--- src/common/split_timer_pkg.sv ---
// Constants shared by the split auto-reload timer files.
// Assumes an 8-bit register port with a 4-bit address.
`default_nettype none
package split_timer_pkg;
  // Register port shape
  localparam int ADDR_W = 4;
  localparam int DATA_W = 8;
  // Register offsets
  localparam logic [3:0] OFS_CTRL = 4'h0;
  localparam logic [3:0] OFS_CLKSEL = 4'h1;
  localparam logic [3:0] OFS_RELOAD_LOW = 4'h2;
  localparam logic [3:0] OFS_RELOAD_HIGH = 4'h3;
  localparam logic [3:0] OFS_COUNT_LOW = 4'h4;
  localparam logic [3:0] OFS_COUNT_HIGH = 4'h5;
  localparam logic [3:0] OFS_IRQ_EN = 4'h6;
  // Control register fields
  localparam int BIT_HIGH_OVF = 7;
  localparam int BIT_LOW_OVF = 6;
  localparam int BIT_LOW_IRQ_EN = 5;
  localparam int BIT_CAPTURE_EN = 4;
  localparam int BIT_SPLIT = 3;
  localparam int BIT_RUN = 2;
  localparam int BIT_EXT_SEL = 0;
  // Clock select and interrupt enable fields
  localparam int BIT_HIGH_CLK_SEL = 1;
  localparam int BIT_LOW_CLK_SEL = 0;
  localparam int BIT_TIMER_IRQ_EN = 0;
  // Reset values
  localparam logic [7:0] RST_BYTE = 8'h00;
  localparam logic RST_BIT = 1'b0;
  // Count limits and prescaler ratios
  localparam logic [7:0] BYTE_MAX = 8'hFF;
  localparam int SYS_DIV = 12;
  localparam int EXT_DIV = 8;
  // Operating modes, Gray coded
  typedef enum logic [1:0]
  {
    MODE_WIDE = 2'b00,
    MODE_SPLIT = 2'b01,
    MODE_HOLD = 2'b11
  } mode_t;
endpackage
`default_nettype wire

--- src/hw/split_timer_tick.sv ---
// Count tick sources: system clock / 12 and external clock / 8.
// Assumes ext_clk_i is asynchronous and slower than half of clk_sys_i.
`timescale 1ns/1ps
`default_nettype none
module split_timer_tick #(
  parameter int SYS_DIV = split_timer_pkg::SYS_DIV,
  parameter int EXT_DIV = split_timer_pkg::EXT_DIV
) (
  input wire logic clk_sys_i,
  input wire logic rst_i,
  input wire logic ext_clk_i,
  output logic tick_div_sys_o,
  output logic tick_div_ext_o
);
  logic [3:0] sys_cnt_reg;
  logic [2:0] ext_cnt_reg;
  logic sync1_reg;
  logic sync2_reg;
  logic sync3_reg;
  logic ext_rise;

  // Prescaler for the system clock
  always_ff @(posedge clk_sys_i or posedge rst_i)
  begin
    if (rst_i)
      sys_cnt_reg <= 4'h0;
    else if (sys_cnt_reg == 4'(SYS_DIV - 1))
      sys_cnt_reg <= 4'h0;
    else
      sys_cnt_reg <= sys_cnt_reg + 4'h1;
  end
  assign tick_div_sys_o = (sys_cnt_reg == 4'(SYS_DIV - 1));

  // Two-flop synchroniser, edge taken after it
  always_ff @(posedge clk_sys_i or posedge rst_i)
  begin
    if (rst_i)
    begin
      sync1_reg <= 1'b0;
      sync2_reg <= 1'b0;
      sync3_reg <= 1'b0;
    end
    else
    begin
      sync1_reg <= ext_clk_i;
      sync2_reg <= sync1_reg;
      sync3_reg <= sync2_reg;
    end
  end
  assign ext_rise = sync2_reg & ~sync3_reg;

  // Divide synchronised edges down
  always_ff @(posedge clk_sys_i or posedge rst_i)
  begin
    if (rst_i)
      ext_cnt_reg <= 3'h0;
    else if (ext_rise)
      ext_cnt_reg <= ext_cnt_reg + 3'h1;
  end
  assign tick_div_ext_o = ext_rise & (ext_cnt_reg == 3'(EXT_DIV - 1));
endmodule // split_timer_tick
`default_nettype wire

--- src/hw/split_timer_byte.sv ---
// One 8-bit count byte with optional reload on wrap.
// Assumes inc_i is a one-cycle enable on clk_sys_i.
`timescale 1ns/1ps
`default_nettype none
module split_timer_byte (
  input wire logic clk_sys_i,
  input wire logic rst_i,
  input wire logic inc_i,
  input wire logic reload_i,
  input wire logic [7:0] reload_val_i,
  input wire logic wr_i,
  input wire logic [7:0] wr_data_i,
  output logic [7:0] count_o,
  output logic wrap_o
);
  logic [7:0] count_reg;

  // Software write wins over counting
  always_ff @(posedge clk_sys_i or posedge rst_i)
  begin
    if (rst_i)
      count_reg <= split_timer_pkg::RST_BYTE;
    else if (wr_i)
      count_reg <= wr_data_i;
    else if (inc_i)
    begin
      if (wrap_o && reload_i)
        count_reg <= reload_val_i;
      else
        count_reg <= count_reg + 8'h01;
    end
  end
  assign count_o = count_reg;
  // Wrap is suppressed when a write replaces the count
  assign wrap_o = inc_i & ~wr_i & (count_reg == split_timer_pkg::BYTE_MAX);
endmodule // split_timer_byte
`default_nettype wire

--- src/hw/auto_reload_split_timer.sv ---
// Auto-reload timer: one 16-bit counter or two 8-bit counters.
// Assumes a single-cycle register port master on clk_sys_i.
//
// Strobed register access and the placing of the registers are this design's own decisions.
`timescale 1ns/1ps
`default_nettype none
// How it works
// - Counter is two count bytes; 16-bit or split 8-bit auto-reload.
// - Clocks: system clock, system clock/12, or synchronised external/8.
// - Split bit clear runs both bytes as one 16-bit counter.
// - 16-bit wrap loads the reload pair and sets the high flag.
// - With timer interrupt enabled, each 16-bit overflow requests an interrupt.
// - Low interrupt enable adds a request on low byte wraps.
// - Split bit set, capture clear: two separate auto-reload byte timers.
// - In split mode each byte reloads from its own reload byte.
// - In split mode run control gates only the high byte.
// - In split mode, per byte: select bit picks system clock, else external select decides; 16-bit mode uses the low byte select.
// - In split mode each byte wrap sets its own flag.
// - Split mode: high wraps request interrupts, low too if enabled.
// - Hardware never clears flags; software clears them by writing.
// - Low flag set on every low byte wrap in any mode.
// - External select zero means system/12, one means external/8.
module auto_reload_split_timer (
  input wire logic clk_sys_i,
  input wire logic rst_i,
  input wire logic ext_clk_i,
  input wire logic [3:0] addr_i,
  input wire logic [7:0] wdata_i,
  input wire logic wr_i,
  input wire logic rd_i,
  output logic [7:0] rdata_o,
  output logic irq_o
);
  logic high_ovf_flag_reg;
  logic low_ovf_flag_reg;
  logic low_ovf_irq_en_reg;
  logic capture_en_reg;
  logic split_mode_sel_reg;
  logic run_ctrl_reg;
  logic ext_clk_sel_reg;
  logic high_byte_clk_sel_reg;
  logic low_byte_clk_sel_reg;
  logic timer_irq_en_reg;
  logic [7:0] reload_low_reg;
  logic [7:0] reload_high_reg;
  logic [7:0] rdata_reg;
  logic [7:0] count_low;
  logic [7:0] count_high;
  logic tick_div_sys;
  logic tick_div_ext;
  logic tick_divided;
  logic tick_low;
  logic tick_high;
  logic inc_low;
  logic inc_high;
  logic reload_low_en;
  logic low_wrap;
  logic high_wrap;
  logic wr_ctrl;
  logic wr_count_low;
  logic wr_count_high;
  split_timer_pkg::mode_t mode;

  // Register write decode
  assign wr_ctrl = wr_i & (addr_i == split_timer_pkg::OFS_CTRL);
  assign wr_count_low = wr_i & (addr_i == split_timer_pkg::OFS_COUNT_LOW);
  assign wr_count_high = wr_i & (addr_i == split_timer_pkg::OFS_COUNT_HIGH);

  // Mode from split and capture bits; capture itself is not built, so split with capture holds
  always_comb
  begin
    case ({split_mode_sel_reg, capture_en_reg})
      2'b00: mode = split_timer_pkg::MODE_WIDE;
      2'b01: mode = split_timer_pkg::MODE_WIDE;
      2'b10: mode = split_timer_pkg::MODE_SPLIT;
      default: mode = split_timer_pkg::MODE_HOLD;
    endcase
  end

  split_timer_tick u_tick (
    .clk_sys_i(clk_sys_i),
    .rst_i(rst_i),
    .ext_clk_i(ext_clk_i),
    .tick_div_sys_o(tick_div_sys),
    .tick_div_ext_o(tick_div_ext)
  );

  // Per-byte clock choice; 16-bit mode follows the low byte select
  assign tick_divided = ext_clk_sel_reg ? tick_div_ext : tick_div_sys;
  assign tick_low = low_byte_clk_sel_reg ? 1'b1 : tick_divided;
  assign tick_high = high_byte_clk_sel_reg ? 1'b1 : tick_divided;

  // Count enables and carry chaining
  always_comb
  begin
    case (mode)
      split_timer_pkg::MODE_WIDE:
      begin
        inc_low = run_ctrl_reg & tick_low;
        inc_high = low_wrap;
        reload_low_en = high_wrap;
      end
      split_timer_pkg::MODE_SPLIT:
      begin
        inc_low = tick_low;
        inc_high = run_ctrl_reg & tick_high;
        reload_low_en = 1'b1;
      end
      default:
      begin
        inc_low = 1'b0;
        inc_high = 1'b0;
        reload_low_en = 1'b0;
      end
    endcase
  end

  split_timer_byte u_low (
    .clk_sys_i(clk_sys_i),
    .rst_i(rst_i),
    .inc_i(inc_low),
    .reload_i(reload_low_en),
    .reload_val_i(reload_low_reg),
    .wr_i(wr_count_low),
    .wr_data_i(wdata_i),
    .count_o(count_low),
    .wrap_o(low_wrap)
  );

  // High byte reloads on its own wrap in both modes
  split_timer_byte u_high (
    .clk_sys_i(clk_sys_i),
    .rst_i(rst_i),
    .inc_i(inc_high),
    .reload_i(1'b1),
    .reload_val_i(reload_high_reg),
    .wr_i(wr_count_high),
    .wr_data_i(wdata_i),
    .count_o(count_high),
    .wrap_o(high_wrap)
  );

  // Overflow flags: a wrap in the write cycle wins over a clear
  always_ff @(posedge clk_sys_i or posedge rst_i)
  begin
    if (rst_i)
    begin
      high_ovf_flag_reg <= split_timer_pkg::RST_BIT;
      low_ovf_flag_reg <= split_timer_pkg::RST_BIT;
    end
    else
    begin
      if (high_wrap)
        high_ovf_flag_reg <= 1'b1;
      else if (wr_ctrl)
        high_ovf_flag_reg <= wdata_i[split_timer_pkg::BIT_HIGH_OVF];
      if (low_wrap)
        low_ovf_flag_reg <= 1'b1;
      else if (wr_ctrl)
        low_ovf_flag_reg <= wdata_i[split_timer_pkg::BIT_LOW_OVF];
    end
  end

  // Control, clock select and enable bits
  always_ff @(posedge clk_sys_i or posedge rst_i)
  begin
    if (rst_i)
    begin
      low_ovf_irq_en_reg <= split_timer_pkg::RST_BIT;
      capture_en_reg <= split_timer_pkg::RST_BIT;
      split_mode_sel_reg <= split_timer_pkg::RST_BIT;
      run_ctrl_reg <= split_timer_pkg::RST_BIT;
      ext_clk_sel_reg <= split_timer_pkg::RST_BIT;
      high_byte_clk_sel_reg <= split_timer_pkg::RST_BIT;
      low_byte_clk_sel_reg <= split_timer_pkg::RST_BIT;
      timer_irq_en_reg <= split_timer_pkg::RST_BIT;
    end
    else if (wr_i)
    begin
      case (addr_i)
        split_timer_pkg::OFS_CTRL:
        begin
          low_ovf_irq_en_reg <= wdata_i[split_timer_pkg::BIT_LOW_IRQ_EN];
          capture_en_reg <= wdata_i[split_timer_pkg::BIT_CAPTURE_EN];
          split_mode_sel_reg <= wdata_i[split_timer_pkg::BIT_SPLIT];
          run_ctrl_reg <= wdata_i[split_timer_pkg::BIT_RUN];
          ext_clk_sel_reg <= wdata_i[split_timer_pkg::BIT_EXT_SEL];
        end
        split_timer_pkg::OFS_CLKSEL:
        begin
          high_byte_clk_sel_reg <= wdata_i[split_timer_pkg::BIT_HIGH_CLK_SEL];
          low_byte_clk_sel_reg <= wdata_i[split_timer_pkg::BIT_LOW_CLK_SEL];
        end
        split_timer_pkg::OFS_IRQ_EN:
          timer_irq_en_reg <= wdata_i[split_timer_pkg::BIT_TIMER_IRQ_EN];
        default:
        begin
        end
      endcase
    end
  end

  // Reload bytes, free to change while counting
  always_ff @(posedge clk_sys_i or posedge rst_i)
  begin
    if (rst_i)
    begin
      reload_low_reg <= split_timer_pkg::RST_BYTE;
      reload_high_reg <= split_timer_pkg::RST_BYTE;
    end
    else if (wr_i && addr_i == split_timer_pkg::OFS_RELOAD_LOW)
      reload_low_reg <= wdata_i;
    else if (wr_i && addr_i == split_timer_pkg::OFS_RELOAD_HIGH)
      reload_high_reg <= wdata_i;
  end

  // Read data valid only in the cycle after the strobe; unmapped reads zero
  always_ff @(posedge clk_sys_i or posedge rst_i)
  begin
    if (rst_i)
      rdata_reg <= 8'h00;
    else if (!rd_i)
      rdata_reg <= 8'h00;
    else
    begin
      case (addr_i)
        split_timer_pkg::OFS_CTRL:
          rdata_reg <= {high_ovf_flag_reg, low_ovf_flag_reg, low_ovf_irq_en_reg,
                        capture_en_reg, split_mode_sel_reg, run_ctrl_reg,
                        1'b0, ext_clk_sel_reg};
        split_timer_pkg::OFS_CLKSEL:
          rdata_reg <= {6'h00, high_byte_clk_sel_reg, low_byte_clk_sel_reg};
        split_timer_pkg::OFS_RELOAD_LOW: rdata_reg <= reload_low_reg;
        split_timer_pkg::OFS_RELOAD_HIGH: rdata_reg <= reload_high_reg;
        split_timer_pkg::OFS_COUNT_LOW: rdata_reg <= count_low;
        split_timer_pkg::OFS_COUNT_HIGH: rdata_reg <= count_high;
        split_timer_pkg::OFS_IRQ_EN: rdata_reg <= {7'h00, timer_irq_en_reg};
        default: rdata_reg <= 8'h00;
      endcase
    end
  end
  assign rdata_o = rdata_reg;

  // Request is a level held by the flags, so no event is missed
  assign irq_o = timer_irq_en_reg &
                 (high_ovf_flag_reg | (low_ovf_irq_en_reg & low_ovf_flag_reg));
endmodule // auto_reload_split_timer
`default_nettype wire

--- config.mk ---
export PLATFORM = sky130hd
export DESIGN_NAME = auto_reload_split_timer
export DESIGN_NICKNAME = d
export VERILOG_FILES = /design/src/common/split_timer_pkg.sv /design/src/hw/split_timer_tick.sv /design/src/hw/split_timer_byte.sv /design/src/hw/auto_reload_split_timer.sv
export SDC_FILE = /design/constraint.sdc
export NUM_CORES = 1
export LEC_CHECK = 0
export BUFFER_PORTS_ARGS = -buffer_cell sky130_fd_sc_hd__buf_2
export CORE_UTILIZATION = 50
export CTS_BUF_LIST = sky130_fd_sc_hd__clkbuf_2 sky130_fd_sc_hd__clkbuf_4 sky130_fd_sc_hd__clkbuf_8
export DETAILED_ROUTE_END_ITERATION = 8
export PLACE_DENSITY_LB_ADDON = 0.05
export REMOVE_ABC_BUFFERS = 1
export SKIP_CTS_REPAIR_TIMING = 1
export SLEW_MARGIN = 25
export SYNTH_ARGS = -nofsm -noshare
export SYNTH_HDL_FRONTEND = slang
export SYNTH_HIERARCHICAL = 1
export SYNTH_SLANG_ARGS = --single-unit
--- constraint.sdc ---
create_clock -name clk_sys_i -period 4.2 [get_ports clk_sys_i]
set_input_delay 0.21 -clock clk_sys_i [delete_from_list [all_inputs] [get_ports clk_sys_i]]
set_output_delay 0.21 -clock clk_sys_i [all_outputs]
set_load 0.02 [all_outputs]
==> impl_results.md <==
- Sequential fraction of the synthesis area: 43.9%
- Peak Freq: approximately 260 MHz
- First-pass GRT wire length: about 14000 µm
- DRT iter0 DRCs: approximately 220
- Post-synth top flop: dfrtp_1
- Max incr delay on CP: about 0.39 ns
- Largest delay share family, worst path: simple AND/OR/NAND/NOR gates
- Nets: roughly 360
- Area grow syn2layout: 10.5%
- Fin Hold WS: roughly 0.16 ns
- Leak: about 1.6 nW
- Hold crit path type: in -> reg
- Initial antenna violation count: 0
- Via count: about 2.6k
- Share of layout cells above drive strength 1: between 20% and 30%
- CP bufs+invs: 2
- Commonest cells post-synth: dfrtp_1, mux2_2, nand2_1
- RSZ-0062 raised after global routing: no
- Slew of the pin with the lowest slew margin: between 0.6 and 0.7 ns
- Post-synth cell types: 62
- Top-count cell post-synth: dfrtp_1
- Maximum VDD drop: around 0.22 mV
- Final Cycle Share: between 90% and 100%
- DR DRC count: 4
- Die ar.: roughly 7000 µm²
- CTS root buf: clkbuf_8
- Power per cell area: approximately 490 nW/µm²
- Clk buf depth: 2
- CTS tree: built
- Cell Area, Placed: around 3600 µm²
- DR WL/cell: between 15 and 20 µm
- CTS clk-pin slew, worst paths: approximately 0.060 ns
- Setup tns final: 0 ns
- Total Routing Usage GR: around a quarter
- Row cnt: 29
- CTS Buf Count: 9
- Setup CP Type: reg -> reg
- Post-route cell area: roughly 3800 µm²
- Detailed Routing Iterations Pass 1: 7
- WP data required: between 4 and 5 ns
- Startpoint types: flop
- Failing checks: DRC
- Die X: approximately 85 µm
- Core area: about 6500 µm²
- MaxCap Viol Count: 0
- Reg2reg start: u_tick/sys_cnt_reg[0]
- Fin. Hold Viols: 0
- Critical Path Fanout Max: 9
- # setup viols final: 0
- Area leader, netlist: dfrtp_1
- Worst skew pair latency: 0.35 ns
- Worst Setup SP: u_tick/sys_cnt_reg[0]
- CTS Sinks: 60
- Diode count: 0
- Hold_sp: wdata_i[4]
- Setup Skew: about 0.0052 ns
- Final slew viol count: 0
- # H-tree levels: 3
- Slowest CP cell: dfrtp_1
- Synth Warn #: 6
- Status: complete, but fails checks
- I/O Buffers: 25
- Vias per inst: 6.14
- Via count of the first global-routing pass: 2494
- Final WL: approximately 8300 µm
- Slew headroom: between 50% and 60%
- GPL Wtd Cong: roughly 0.91
- Fin crit period: slightly below 4 ns
- Die H: approximately 85 µm
- Synth top area share: approximately 44%
- Initial core utilization: 52.9%
- Mean post-synth cell area: between 10 and 15 µm²
- Area contributors post-synth: dfrtp_1, mux2_2, mux2i_1, mux2_4, nand2_1
- Cell Area, Synth: around 3400 µm²
- CP arrival: roughly 4.1 ns
- Hpwl dp: approximately 6000 µm
- Ports: 26
- Routed Antenna Nets: 0
- Critical Path End Type: flop
- Crit-path cells: ha_1 > and3b_1 > mux2_2 > o21a_1 > and2b_1 > and2_4 > inv_1 > o32ai_2 > and2b_1 > and2_4 > inv_1 > o21ai_0 > nand4_1 > nor2_4 > mux2i_1 > o21ai_1
- Asr flop ratio synth: 100%
- Pin count of the biggest net entering global routing: 35
- Grt total ovfl: 0
- Post-synthesis instance total: just over 300
- Yosys reg bits: 60
- Post-synth EDFFs: 0
## cell usage in the layout (no fill, tap or decap), drive strengths merged, types with 5 or more instances in the layout
master  count
dfrtp      60
nor2b       5
o31ai       6
o21ai      16
and3        6
mux2       31
clkbuf     12
nor3        6
xnor2       6
nor3b       6
a22oi       7
mux2i      16
buf        29
inv        11
ha          5
nand4       8
a21oi      12
nand3       9
nand2      20
nor2       11
## logic make-up after synthesis
family / share of synthesized area, %
buf+inv: 3.95
mux: 16.0
other cells: 0.110
simple gates: 18.2
compound gates: 13.7
flops: 43.9
xor+xnor: 2.31
fa+ha+maj: 1.83
## per-stage QoR
step	util, %	worst slack, ns	std cells	total power [mW]
6_report	58.5	0.351	422	1.86
5_1_grt	58.5	0.0221	422	1.97
4_1_cts	58.0	0.193	420	1.86
3_5_place_dp	55.5	0.212	405	1.40
3_3_place_gp	55.5	0.476	405	1.40
2_1_floorplan	-	0.882	299	1.22
## where the power goes
group / leakage (nW) / switching [mW] / internal, mW / total (mW)
logic: 0.804 / 0.230 / 0.255 / 0.486
clock network: 0.0902 / 0.222 / 0.227 / 0.449
registers: 0.749 / 0.206 / 0.718 / 0.924
total: 1.64 / 0.658 / 1.20 / 1.86
## final timing paths
| kind | to | slack (ns) | cells past startpoint |
|---|---|---|---|
| max | u_low/count_o[1] | 0.35 | 16 |
| min | u_low/count_o[4] | 0.16 | 3 |
| max in group asynchronous | reload_low_reg[5] | 3.34 | 4 |
| min reg2reg | u_tick/sync2_reg | 0.36 | 0 |
| min in group asynchronous | u_low/count_o[7] | 0.39 | 3 |
| max reg2reg | u_low/count_o[1] | 0.35 | 16 |
## worst reg2reg max path, stage by stage (launching register included)
cell     delay [ns]
dfrtp_1        0.39
ha_1           0.21
and3b_1        0.22
mux2_2         0.19
o21a_1         0.29
and2b_1        0.22
and2_4         0.15
inv_1          0.05
o32ai_2        0.37
and2b_1        0.26
and2_4         0.15
inv_1          0.05
o21ai_0        0.34
nand4_1        0.30
nor2_4         0.22
mux2i_1        0.22
o21ai_1        0.09
## per-layer routing
| layer | GRT usage, % | part of all wire (%) | up-vias |
|---|---|---|---|
| li1 | - | - | 1207 |
| met1 | 35.9 | 47 | 1282 |
| met2 | 38.7 | 45 | 88 |
| met3 | 5.90 | 6.5 | 15 |
| met4 | 10.6 | 2.3 | 0 |
| met5 | 0 | 0 | - |
## area by class of cell
type	count	area [µm²]
fillers	576	2680
multi-input cells	228	1800
flip-flops and latches	60	1500
repair buffers	31	175
clock buffers	12	146
well taps	77	96.3
inverters	11	41.3
clock inverters	3	15.0
(Power assumes the default switching activity.)
